## src/core/cilc_pkg.sv

```systemverilog
// Contract
// - three independent input lines, each with its own conditioning path
// - each line's debouncer accepts a level only after it held that long
// - debounce time is set in microseconds, zero to about one second
// - software selects a line first; a debounce write affects that line only
// - per-line inversion, written for the selected line, flips that line
// - any line may source acquisition, frame, line start and encoder A/B
// - reset routing: line start and phase a line 1, phase b 2, frame 3
// - one line may drive several functions at once
// - per-line termination enable switches the 120 ohm bus terminator
package cilc_pkg;
    localparam int          NUM_LINES      = 3;
    localparam int          CLK_MHZ        = 100;
    localparam int          TIME_US        = 1;
    localparam int          US_CYCLES      = CLK_MHZ * TIME_US;
    localparam int          US_W           = 7;
    localparam int          DEB_W          = 20;
    localparam logic [19:0] DEB_MAX_US     = 20'hf4240;
    localparam logic [31:0] ADDR_SEL       = 32'h0000_0000;
    localparam logic [31:0] ADDR_DEB       = 32'h0000_0004;
    localparam logic [31:0] ADDR_CFG       = 32'h0000_0008;
    localparam logic [31:0] ADDR_ROUTE     = 32'h0000_000c;
    localparam logic [31:0] ADDR_STATUS    = 32'h0000_0010;
    localparam int          CFG_INV_BIT    = 0;
    localparam int          CFG_TERM_BIT   = 1;
    localparam int          RT_ACQ_LSB     = 0;
    localparam int          RT_FRM_LSB     = 4;
    localparam int          RT_LIN_LSB     = 8;
    localparam int          RT_PHA_LSB     = 12;
    localparam int          RT_PHB_LSB     = 16;
    localparam int          ST_COND_LSB    = 0;
    localparam int          ST_RAW_LSB     = 4;
    // route codes: 0 none, 1..3 line number
    localparam logic [1:0]  SRC_NONE       = 2'h0;
    localparam logic [1:0]  SRC_LINE1      = 2'h1;
    localparam logic [1:0]  SRC_LINE2      = 2'h2;
    localparam logic [1:0]  SRC_LINE3      = 2'h3;
    localparam logic [1:0]  HTRANS_NONSEQ  = 2'h2;
endpackage

```

## src/core/cilc_line_conditioner.sv

```systemverilog
`timescale 1ns/1ps
`default_nettype none
module cilc_line_conditioner
    import cilc_pkg::*;
(
    // clock and reset
    input  wire logic                 hclk,
    input  wire logic                 hresetn,
    // ahb-lite slave
    input  wire logic                 hsel,
    input  wire logic [31:0]          haddr,
    input  wire logic [1:0]           htrans,
    input  wire logic                 hwrite,
    input  wire logic [2:0]           hsize,
    input  wire logic [31:0]          hwdata,
    input  wire logic                 hready,
    output logic      [31:0]          hrdata,
    output logic                      hreadyout,
    output logic                      hresp,
    // raw input lines after receivers
    input  wire logic [NUM_LINES-1:0] line_in,
    // per-line terminator control
    output logic      [NUM_LINES-1:0] bus_terminator,
    // routed function inputs
    output logic                      acq_start_trig,
    output logic                      frame_start_trig,
    output logic                      line_start_trig,
    output logic                      enc_phase_a,
    output logic                      enc_phase_b
);
    logic [1:0]             line_index_select_reg;
    logic [DEB_W-1:0]       glitch_filter_time_us_reg [NUM_LINES];
    logic [NUM_LINES-1:0]   polarity_invert_reg;
    logic [NUM_LINES-1:0]   termination_enable_reg;
    logic [1:0]             src_acq_reg, src_frm_reg, src_lin_reg, src_pha_reg, src_phb_reg;
    logic [NUM_LINES-1:0]   sync1_reg, sync2_reg, stable_reg, cond_reg;
    logic [DEB_W-1:0]       cnt_reg [NUM_LINES];
    logic [US_W-1:0]        us_cnt_reg;
    logic                   us_tick_reg;
    logic                   wr_pend_reg;
    logic [31:0]            wr_addr_reg;
    logic [31:0]            rdata_next;
    logic                   addr_ok;
    logic [1:0]             sel_idx;
    localparam int          TICK_GAP = US_CYCLES;

    assign addr_ok = hsel && hready && htrans == HTRANS_NONSEQ;
    // selector values outside 1..3 map to line 1 so writes never fall off the end
    assign sel_idx = (line_index_select_reg == SRC_NONE) ? 2'h0 : line_index_select_reg - 2'h1;

    // zero-wait slave, write data captured in the data phase
    always_ff @(posedge hclk or negedge hresetn) begin
        if (!hresetn) begin
            wr_pend_reg <= 1'b0;
            wr_addr_reg <= 32'h0000_0000;
        end else begin
            wr_pend_reg <= addr_ok && hwrite;
            wr_addr_reg <= haddr;
        end
    end

    always_ff @(posedge hclk or negedge hresetn) begin
        if (!hresetn) begin
            line_index_select_reg  <= SRC_LINE1;
            polarity_invert_reg    <= '0;
            termination_enable_reg <= '0;
            for (int i = 0; i < NUM_LINES; i++) begin
                glitch_filter_time_us_reg[i] <= '0;
            end
            src_acq_reg <= SRC_NONE;
            src_lin_reg <= SRC_LINE1;
            src_pha_reg <= SRC_LINE1;
            src_phb_reg <= SRC_LINE2;
            src_frm_reg <= SRC_LINE3;
        end else if (wr_pend_reg) begin
            unique case (wr_addr_reg)
                ADDR_SEL: line_index_select_reg <= hwdata[1:0];
                ADDR_DEB: begin
                    // clamp to about one second
                    glitch_filter_time_us_reg[sel_idx] <= (hwdata[DEB_W-1:0] > DEB_MAX_US) ?
                        DEB_MAX_US : hwdata[DEB_W-1:0];
                end
                ADDR_CFG: begin
                    polarity_invert_reg[sel_idx]    <= hwdata[CFG_INV_BIT];
                    termination_enable_reg[sel_idx] <= hwdata[CFG_TERM_BIT];
                end
                ADDR_ROUTE: begin
                    src_acq_reg <= hwdata[RT_ACQ_LSB +: 2];
                    src_frm_reg <= hwdata[RT_FRM_LSB +: 2];
                    src_lin_reg <= hwdata[RT_LIN_LSB +: 2];
                    src_pha_reg <= hwdata[RT_PHA_LSB +: 2];
                    src_phb_reg <= hwdata[RT_PHB_LSB +: 2];
                end
                default: ;
            endcase
        end
    end

    always_comb begin
        rdata_next = 32'h0000_0000;
        unique case (haddr)
            ADDR_SEL:    rdata_next[1:0] = line_index_select_reg;
            ADDR_DEB:    rdata_next[DEB_W-1:0] = glitch_filter_time_us_reg[sel_idx];
            ADDR_CFG: begin
                rdata_next[CFG_INV_BIT]  = polarity_invert_reg[sel_idx];
                rdata_next[CFG_TERM_BIT] = termination_enable_reg[sel_idx];
            end
            ADDR_ROUTE: begin
                rdata_next[RT_ACQ_LSB +: 2] = src_acq_reg;
                rdata_next[RT_FRM_LSB +: 2] = src_frm_reg;
                rdata_next[RT_LIN_LSB +: 2] = src_lin_reg;
                rdata_next[RT_PHA_LSB +: 2] = src_pha_reg;
                rdata_next[RT_PHB_LSB +: 2] = src_phb_reg;
            end
            ADDR_STATUS: begin
                rdata_next[ST_COND_LSB +: NUM_LINES] = cond_reg;
                rdata_next[ST_RAW_LSB +: NUM_LINES]  = sync2_reg;
            end
            default: ;
        endcase
    end

    always_ff @(posedge hclk or negedge hresetn) begin
        if (!hresetn) begin
            hrdata    <= 32'h0000_0000;
            hreadyout <= 1'b1;
            hresp     <= 1'b0;
        end else begin
            hreadyout <= 1'b1;
            hresp     <= 1'b0;
            if (addr_ok && !hwrite) begin
                hrdata <= rdata_next;
            end
        end
    end

    // one-microsecond timebase shared by all lines
    always_ff @(posedge hclk or negedge hresetn) begin
        if (!hresetn) begin
            us_cnt_reg  <= '0;
            us_tick_reg <= 1'b0;
        end else if (us_cnt_reg == US_W'(US_CYCLES - 1)) begin
            us_cnt_reg  <= '0;
            us_tick_reg <= 1'b1;
        end else begin
            us_cnt_reg  <= us_cnt_reg + 1'b1;
            us_tick_reg <= 1'b0;
        end
    end

    always_ff @(posedge hclk or negedge hresetn) begin
        if (!hresetn) begin
            sync1_reg <= '0;
            sync2_reg <= '0;
        end else begin
            sync1_reg <= line_in;
            sync2_reg <= sync1_reg;
        end
    end

    // one tick beyond the set count so the hold is never short; it may run up to one us longer
    always_ff @(posedge hclk or negedge hresetn) begin
        if (!hresetn) begin
            stable_reg <= '0;
            for (int i = 0; i < NUM_LINES; i++) begin
                cnt_reg[i] <= '0;
            end
        end else begin
            for (int i = 0; i < NUM_LINES; i++) begin
                if (sync2_reg[i] == stable_reg[i]) begin
                    cnt_reg[i] <= '0;
                end else if (glitch_filter_time_us_reg[i] == '0 || cnt_reg[i] > glitch_filter_time_us_reg[i]) begin
                    stable_reg[i] <= sync2_reg[i];
                    cnt_reg[i]    <= '0;
                end else if (us_tick_reg) begin
                    cnt_reg[i] <= cnt_reg[i] + 1'b1;
                end
            end
        end
    end

    function automatic logic pick(input logic [1:0] src, input logic [NUM_LINES-1:0] v);
        pick = (src == SRC_NONE) ? 1'b0 : v[src - 2'h1];
    endfunction

    always_ff @(posedge hclk or negedge hresetn) begin
        if (!hresetn) begin
            cond_reg         <= '0;
            bus_terminator   <= '0;
            acq_start_trig   <= 1'b0;
            frame_start_trig <= 1'b0;
            line_start_trig  <= 1'b0;
            enc_phase_a      <= 1'b0;
            enc_phase_b      <= 1'b0;
        end else begin
            cond_reg         <= stable_reg ^ polarity_invert_reg;
            bus_terminator   <= termination_enable_reg;
            acq_start_trig   <= pick(src_acq_reg, cond_reg);
            frame_start_trig <= pick(src_frm_reg, cond_reg);
            line_start_trig  <= pick(src_lin_reg, cond_reg);
            enc_phase_a      <= pick(src_pha_reg, cond_reg);
            enc_phase_b      <= pick(src_phb_reg, cond_reg);
        end
    end

    // a pulse shorter than the set time never reaches the stable level
    glitch_reject_a: assert property (@(posedge hclk) disable iff (!hresetn)
        $changed(stable_reg[0]) |-> $past(sync2_reg[0]) == stable_reg[0])
        else $error("stable level changed to a value not on the input");

    glitch_short_a: assert property (@(posedge hclk) disable iff (!hresetn)
        (glitch_filter_time_us_reg[1] != '0 && sync2_reg[1] != stable_reg[1] &&
        cnt_reg[1] <= glitch_filter_time_us_reg[1]) |=> $stable(stable_reg[1]))
        else $error("level accepted before the count ran out");

    count_restart_a: assert property (@(posedge hclk) disable iff (!hresetn)
        (sync2_reg[1] == stable_reg[1]) |=> cnt_reg[1] == '0)
        else $error("debounce count not restarted");

    // cycles the synced level of line 2 has differed from its accepted level
    logic [31:0]            diff_cyc_reg;

    always_ff @(posedge hclk or negedge hresetn) begin
        if (!hresetn) begin
            diff_cyc_reg <= 32'h0000_0000;
        end else if (sync2_reg[1] == stable_reg[1]) begin
            diff_cyc_reg <= 32'h0000_0000;
        end else begin
            diff_cyc_reg <= diff_cyc_reg + 32'h0000_0001;
        end
    end

    // the hold is measured in clock cycles, independent of the tick phase
    hold_time_a: assert property (@(posedge hclk) disable iff (!hresetn)
        $changed(stable_reg[1]) |-> $past(diff_cyc_reg) >= 32'(glitch_filter_time_us_reg[1]) * US_CYCLES)
        else $error("line 2 level accepted before the set hold time");

    // timebase
    tick_period_a: assert property (@(posedge hclk) disable iff (!hresetn)
        us_tick_reg |-> ##TICK_GAP us_tick_reg)
        else $error("microsecond tick period wrong");

    tick_pulse_a: assert property (@(posedge hclk) disable iff (!hresetn)
        us_tick_reg |=> !us_tick_reg)
        else $error("microsecond tick longer than one cycle");

    invert_path_a: assert property (@(posedge hclk) disable iff (!hresetn)
        cond_reg == ($past(stable_reg) ^ $past(polarity_invert_reg)))
        else $error("conditioned level wrong");

    cfg_select_a: assert property (@(posedge hclk) disable iff (!hresetn)
        (wr_pend_reg && wr_addr_reg == ADDR_CFG && sel_idx != 2'h0) |=> $stable(polarity_invert_reg[0]))
        else $error("inversion write hit unselected line");

    // routing
    route_fanout_a: assert property (@(posedge hclk) disable iff (!hresetn)
        (src_lin_reg == src_pha_reg && $stable(src_lin_reg)) |=> line_start_trig == enc_phase_a)
        else $error("shared line gives different function levels");

    shared_frame_a: assert property (@(posedge hclk) disable iff (!hresetn)
        (src_frm_reg == src_phb_reg) |=> frame_start_trig == enc_phase_b)
        else $error("frame and phase b differ on a shared line");

    route_follow_a: assert property (@(posedge hclk) disable iff (!hresetn)
        (src_frm_reg == SRC_LINE3) |=> frame_start_trig == $past(cond_reg[2]))
        else $error("frame start not following line 3");

    route_none_a: assert property (@(posedge hclk) disable iff (!hresetn)
        (src_acq_reg == SRC_NONE) |=> !acq_start_trig)
        else $error("unrouted acquisition start not low");

    reset_route_a: assert property (@(posedge hclk)
        $rose(hresetn) |-> src_frm_reg == SRC_LINE3 && src_phb_reg == SRC_LINE2)
        else $error("reset routing wrong");

    reset_line_a: assert property (@(posedge hclk)
        $rose(hresetn) |-> src_lin_reg == SRC_LINE1 && src_pha_reg == SRC_LINE1 && src_acq_reg == SRC_NONE)
        else $error("reset routing of line 1 wrong");

    term_follow_a: assert property (@(posedge hclk) disable iff (!hresetn)
        ##1 bus_terminator == $past(termination_enable_reg))
        else $error("terminator not following setting");

    term_select_a: assert property (@(posedge hclk) disable iff (!hresetn)
        (wr_pend_reg && wr_addr_reg == ADDR_CFG && sel_idx != 2'h0) |=> $stable(termination_enable_reg[0]))
        else $error("termination write hit unselected line");

    // per-line settings reach the selected line only
    deb_select_a: assert property (@(posedge hclk) disable iff (!hresetn)
        (wr_pend_reg && wr_addr_reg == ADDR_DEB && sel_idx != 2'h2) |=> $stable(glitch_filter_time_us_reg[2]))
        else $error("debounce write hit unselected line");

    deb_write_a: assert property (@(posedge hclk) disable iff (!hresetn)
        (wr_pend_reg && wr_addr_reg == ADDR_DEB && sel_idx == 2'h1) |=>
        glitch_filter_time_us_reg[1] == (($past(hwdata[DEB_W-1:0]) > DEB_MAX_US) ?
        DEB_MAX_US : $past(hwdata[DEB_W-1:0])))
        else $error("debounce write not stored on selected line");

    deb_range_a: assert property (@(posedge hclk) disable iff (!hresetn)
        glitch_filter_time_us_reg[0] <= DEB_MAX_US)
        else $error("debounce time above one second");

    sync_path_a: assert property (@(posedge hclk) disable iff (!hresetn)
        sync2_reg == $past(line_in, 2))
        else $error("synchroniser delay wrong");
endmodule
`default_nettype wire

```

## config.mk

```make
export PLATFORM = sky130hd
export DESIGN_NAME = cilc_line_conditioner
export DESIGN_NICKNAME = d
export VERILOG_FILES = /design/src/core/cilc_pkg.sv /design/src/core/cilc_line_conditioner.sv
export SDC_FILE = /design/constraint.sdc
export NUM_CORES = 1
export LEC_CHECK = 0
export BUFFER_PORTS_ARGS = -buffer_cell sky130_fd_sc_hd__buf_2
export CAP_MARGIN = 20
export CORE_ASPECT_RATIO = 1.4
export CORE_MARGIN = 2
export CORE_UTILIZATION = 62
export CTS_BUF_LIST = sky130_fd_sc_hd__clkbuf_4 sky130_fd_sc_hd__clkbuf_8
export DETAILED_ROUTE_END_ITERATION = 8
export PLACE_DENSITY = 0.83
export SYNTH_ARGS = -nofsm -noshare
export SYNTH_HDL_FRONTEND = slang
export SYNTH_SLANG_ARGS = --single-unit
```

## constraint.sdc

```tcl
create_clock -name hclk -period 6.5 [get_ports hclk]
set_clock_uncertainty 0.2 [all_clocks]
set_input_delay 0.65 -clock hclk [delete_from_list [all_inputs] [get_ports hclk]]
set_output_delay 0.65 -clock hclk [all_outputs]
set_load 0.01 [all_outputs]
```

# Word level (Yosys, flattened, before mapping)
# Index checks and enable logic that the tools add are counted.
# op_classes
add_sub_neg	10
magnitude_cmp	13
n_eq_ne	12
n_mux	54
bitwise	5
n_reduce_logical	31
# ops
operator	count
$mux 20	13
$eq 32x4->1 const B	4
$eq 32x3->1 const B	2
$logic_not 32->1	2
$add 20x1->20 const B	3
$bwmux 60	1
$gt 20x20->1	3
$logic_not 20->1	3
$bmux 20 s2	1
$demux 20 s2	1
$eq 32x5->1 const B	1
$gt 20x20->1 const B	1
$lt 2x3->1 const B	6
$mux 1	16
$bmux 1 s2	7
$reduce_and 2->1	7
$logic_not 2->1	6
$pmux 2 s2	3
$sub 2x1->2 const B	6
$pmux 2 s5	1
$reduce_bool 3->1	3
$mux 2	4
$add 7x1->7 const B	1
$eq 7x7->1 const B	1
other kinds (16)	29
# word_totals
regBits	219
wordCells	156

# Depth between registers and ports, before layout
# logic_depth
word_depth	8
ltp_mapped	8
ltp_nobuf	7

# Worst setup path after synthesis
# Ideal clock, no wire load.
# synth_path
kind	register -> register
from	reg cnt_reg[35] (netlist name)
to	reg cnt_reg[29] (netlist name)
setup_ps	137
arrival_time_ps	1961
setup_slack_ps	4202
path_stages_with_launch	8
n_path_buf	1
cell_sequence	dfrtp_1 -> ha_1 -> nand4_1 -> nor4_1 -> a21bo_2 -> a31oi_1 -> buf_2 -> nor3_1
# synth_via
elab_chain_cells	4
elab_cells_between_ends	5
# synth_lines
item	line	source
from (decl)	cilc_line_conditioner.sv:37	logic [DEB_W-1:0] cnt_reg [NUM_LINES];
from (signal, indexed assignment)	cilc_line_conditioner.sv:176	cnt_reg[i] <= cnt_reg[i] + 1'b1;
$gt 20x20->1 (*)	cilc_line_conditioner.sv:172	end else if (glitch_filter_time_us_reg[i] == '0 || cnt_reg[i] > glitch_filter_time_us_reg[i]) begin
$logic_or 1x1->1 (*)	cilc_line_conditioner.sv:172	
$mux 20	cilc_line_conditioner.sv:172	
$mux 20	cilc_line_conditioner.sv:170	if (sync2_reg[i] == stable_reg[i]) begin
# Every way passes the cells marked *; elsewhere a longest branch is shown, timed or not.
# A chain may end at the register's enable or synchronous reset.

# Worst setup path in the final report
# layout_path
from	reg wr_addr_reg[11]
to	reg glitch_filter_time_us_reg[35] (netlist name)
# layout_via
elab_chain_cells	2
# layout_lines
item	line	source
from (decl)	cilc_line_conditioner.sv:41	logic [31:0] wr_addr_reg;
from (signal assigned)	cilc_line_conditioner.sv:58	wr_addr_reg <= haddr;
$eq 32x3->1	cilc_line_conditioner.sv:76	unique case (wr_addr_reg)
$reduce_and 2->1 (no line)	n/a	
to (signal, indexed assignment)	cilc_line_conditioner.sv:80	glitch_filter_time_us_reg[sel_idx] <= (hwdata[DEB_W-1:0] > DEB_MAX_US) ?
to (decl)	cilc_line_conditioner.sv:32	logic [DEB_W-1:0] glitch_filter_time_us_reg [NUM_LINES];
# No other way between the ends.

==> flow_metrics.tcl <==
set metrics [dict create \
    die_area_um2 19900 \
    relSlewSlack_pct 35.0 \
    synthArstFlopShare_pct 100 \
    drive_gt1_share_pct 20.3 \
    cts_tree "built" \
    syn_avg_cell_area_um2 10.2 \
    initial_core_util_pct 63.0 \
    hp-start "line_in[0]" \
    numClockSinks 219 \
    rr_endpoint "glitch_filter_time_us_reg[35]$_DFFE_PN0P_" \
    final_cells 1513 \
    clk_pin_slew_ns 0.06 \
    rsz0062_at_grt "false" \
    hold_depth 1 \
    endpoint_kind "flop" \
    placed_area_um2 12300 \
    r2r_start "wr_addr_reg[11]$_DFF_PN0_" \
    ant_nets 0 \
    drc 0 \
    setup_viol 0 \
    synth_seq_cells 219 \
    grt_start_max_net_pins 81 \
    drtIter0Drc 703 \
    drv_cap 0 \
    std_cell_rows 59 \
    wirelength_um 29200 \
    ys_types 60 \
    antenna_found_initial 0 \
    cts.path.max_buffers 3 \
    grt_pass1_wl_um 47600 \
    post-cts-setup-buffer-count 0 \
    critPathMaxFanout 20 \
    vdd_drop_max_mv 0.110 \
    io_buffers 89 \
    netlist_area_um2 11700 \
    numCtsBuffers 34 \
    critical_path_class "flop to flop" \
    powerDensity_nw_per_um2 215 \
    placedCellCount 1450 \
    ios 119 \
    routed_via_density 6.14 \
    die_w_um 120 \
    drt-wirelength-per-cell_um 19.3 \
    tns_ns 0 \
    h-tree-depth 2 \
    cts-root-buf "clkbuf_8" \
    worstSkewPairLatency_ns 0.53 \
    hold_viol 0 \
    status "finished clean" \
    fmax_mhz 333 \
    synth_ff_type "dfrtp_1" \
    finalCriticalPeriod_ns 3.01 \
    crit_arrival_ns 3.21 \
    min_to "sync1_reg[0]$_DFF_PN0_" \
    min_period_over_period_pct 46.3 \
    start_kind "flop" \
    track_usage_pct 29.9 \
    drtPass1Iterations 6 \
    grt_pass1_vias 9418 \
    ys.warnings.count 0 \
    antenna_cells 0 \
    postLayoutCellArea_um2 13100 \
    synth_seq_area_share_pct 47.0 \
    vias 9290 \
    synth-edff-count 0 \
    synthToLayoutAreaGrowth_pct 12.0 \
    die_h_um 166 \
    tightest_slew_ns 0.975 \
    nNetsFinal 1391 \
    reg2regPathDepth 5 \
    synthCells 1146 \
    grt.overflow.total 0 \
    hpwl_um 21100 \
    p_leak_uw 0.00609 \
    drv_slew 0 \
    core_area_um2 18500 \
    gp_congestion 0.899 \
    required_ns 6.70 \
    r2r_setup_slack_ns 3.49 \
    hp-class "input pin to flop" \
]
==> how the worst max path moves through the flow <==
stage,startpoint,end,slack (ns)
detailed placement,wr_addr_reg[16]$_DFF_PN0_,glitch_filter_time_us_reg[17]$_DFFE_PN0P_,3.26
global route,wr_addr_reg[0]$_DFF_PN0_,glitch_filter_time_us_reg[38]$_DFFE_PN0P_,3.32
floorplan,cnt_reg[35]$_DFFE_PN0P_,cnt_reg[29]$_DFFE_PN0P_,4.20
global placement,wr_addr_reg[16]$_DFF_PN0_,glitch_filter_time_us_reg[16]$_DFFE_PN0P_,3.34
finish,wr_addr_reg[11]$_DFF_PN0_,glitch_filter_time_us_reg[35]$_DFFE_PN0P_,3.49
CTS,wr_addr_reg[11]$_DFF_PN0_,glitch_filter_time_us_reg[17]$_DFFE_PN0P_,3.22
==> metal layers <==
metal	track usage, %	vias to the layer above	wire (um)	part of all wire [%]
met5	0	-	0	0
met4	14.1	0	1320	4.5
met1	36.1	4539	11100	38
met3	5.46	89	2060	7.1
met2	51.2	381	14700	50
li1	-	4281	-	-
==> cells in the final DEF, fill, tap and decap left out, drive strengths merged, types with 3 or more instances in the layout <==
cell type and n:
or4 3, o211ai 20, xnor2 38, clkbuf 59, nor4 39, dfstp 6, dfrtp 213, nor3 78
and3 14, and4 12, nand3 41, a22oi 4, or2 3, o31ai 9, xor2 29, a31oi 10
mux2 67, ha 69, inv 85, o21ai 51, a211o 3, mux2i 20, a32oi 9, nor2b 10
nand4 25, a21o 4, buf 104, a21bo 3, conb 14, nand2 96, nor2 50, a21oi 39
and2 11
==> where the power goes <==
part	leakage (uW)	internal [uW]	total [uW]	switching (uW)
clock network	0.000387	684	1220	536
logic	0.00292	57.0	158	101
registers	0.00278	1400	1430	32.9
==> logic make-up after synthesis <==
kind of cell / synth area share, %
buf+inv: 5.17
compound gates: 9.59
fa+ha+maj: 7.40
simple gates: 17.5
flops: 47.0
xor+xnor: 5.03
other cells: 0.0644
mux: 8.18
==> worst max-delay path: stages (launching register included) <==
cell and delay [ns]:
dfrtp_1 0.37, nor4b_1 0.37, nand4_1 0.30, nor4_2 0.46
nand2_1 0.66, mux2_2 0.51
==> layout make-up <==
class                           instances  area (um2)
Multi-Input combinational cell        800        5630
Sequential cell                       219        5490
Fill cell                            1327        5470
Clock buffer                           59         712
Timing Repair Buffer                  105         606
Inverter                               85         319
Tap cell                              244         305
Clock inverter                          1        5.00
==> synth_stat cells, types with 14 or more instances <==
| cell type | count | area [um2] |
|---|---|---|
| clkbuf_1 | 24 | 90.1 |
| nand4_1 | 25 | 156 |
| dfrtp_1 | 213 | 5330 |
| a21oi_1 | 39 | 195 |
| mux2_2 | 67 | 754 |
| xor2_1 | 29 | 254 |
| xnor2_1 | 38 | 333 |
| o21ai_0 | 51 | 255 |
| nor4_1 | 35 | 219 |
| nor3_1 | 74 | 370 |
| mux2i_1 | 20 | 200 |
| nand3_1 | 41 | 205 |
| nand2_1 | 96 | 360 |
| ha_1 | 69 | 863 |
| o211ai_1 | 20 | 150 |
| inv_1 | 85 | 319 |
| buf_4 | 16 | 120 |
| and3_1 | 14 | 87.6 |
| nor2_1 | 49 | 184 |
==> what timing repair did <==
action                    in CTS  in global routing
hold endpoints to repair      60                  0
hold buffers                   1                  0
gates resized for setup        0                  0
==> stage by stage <==
step           setup slack [ns]  utilization, %  total power [uW]  hold slack, ns
2_1_floorplan              4.20               -              1520           0.131
3_3_place_gp               3.34            66.3              1600           0.133
3_5_place_dp               3.26            66.3              1610           0.136
4_1_cts                    3.22            70.3              2820         0.00520
5_1_grt                    3.32            70.5              2910         0.00634
6_report                   3.49            70.5              2810          0.0230
Note: power is estimated with default switching activity, not from simulation.
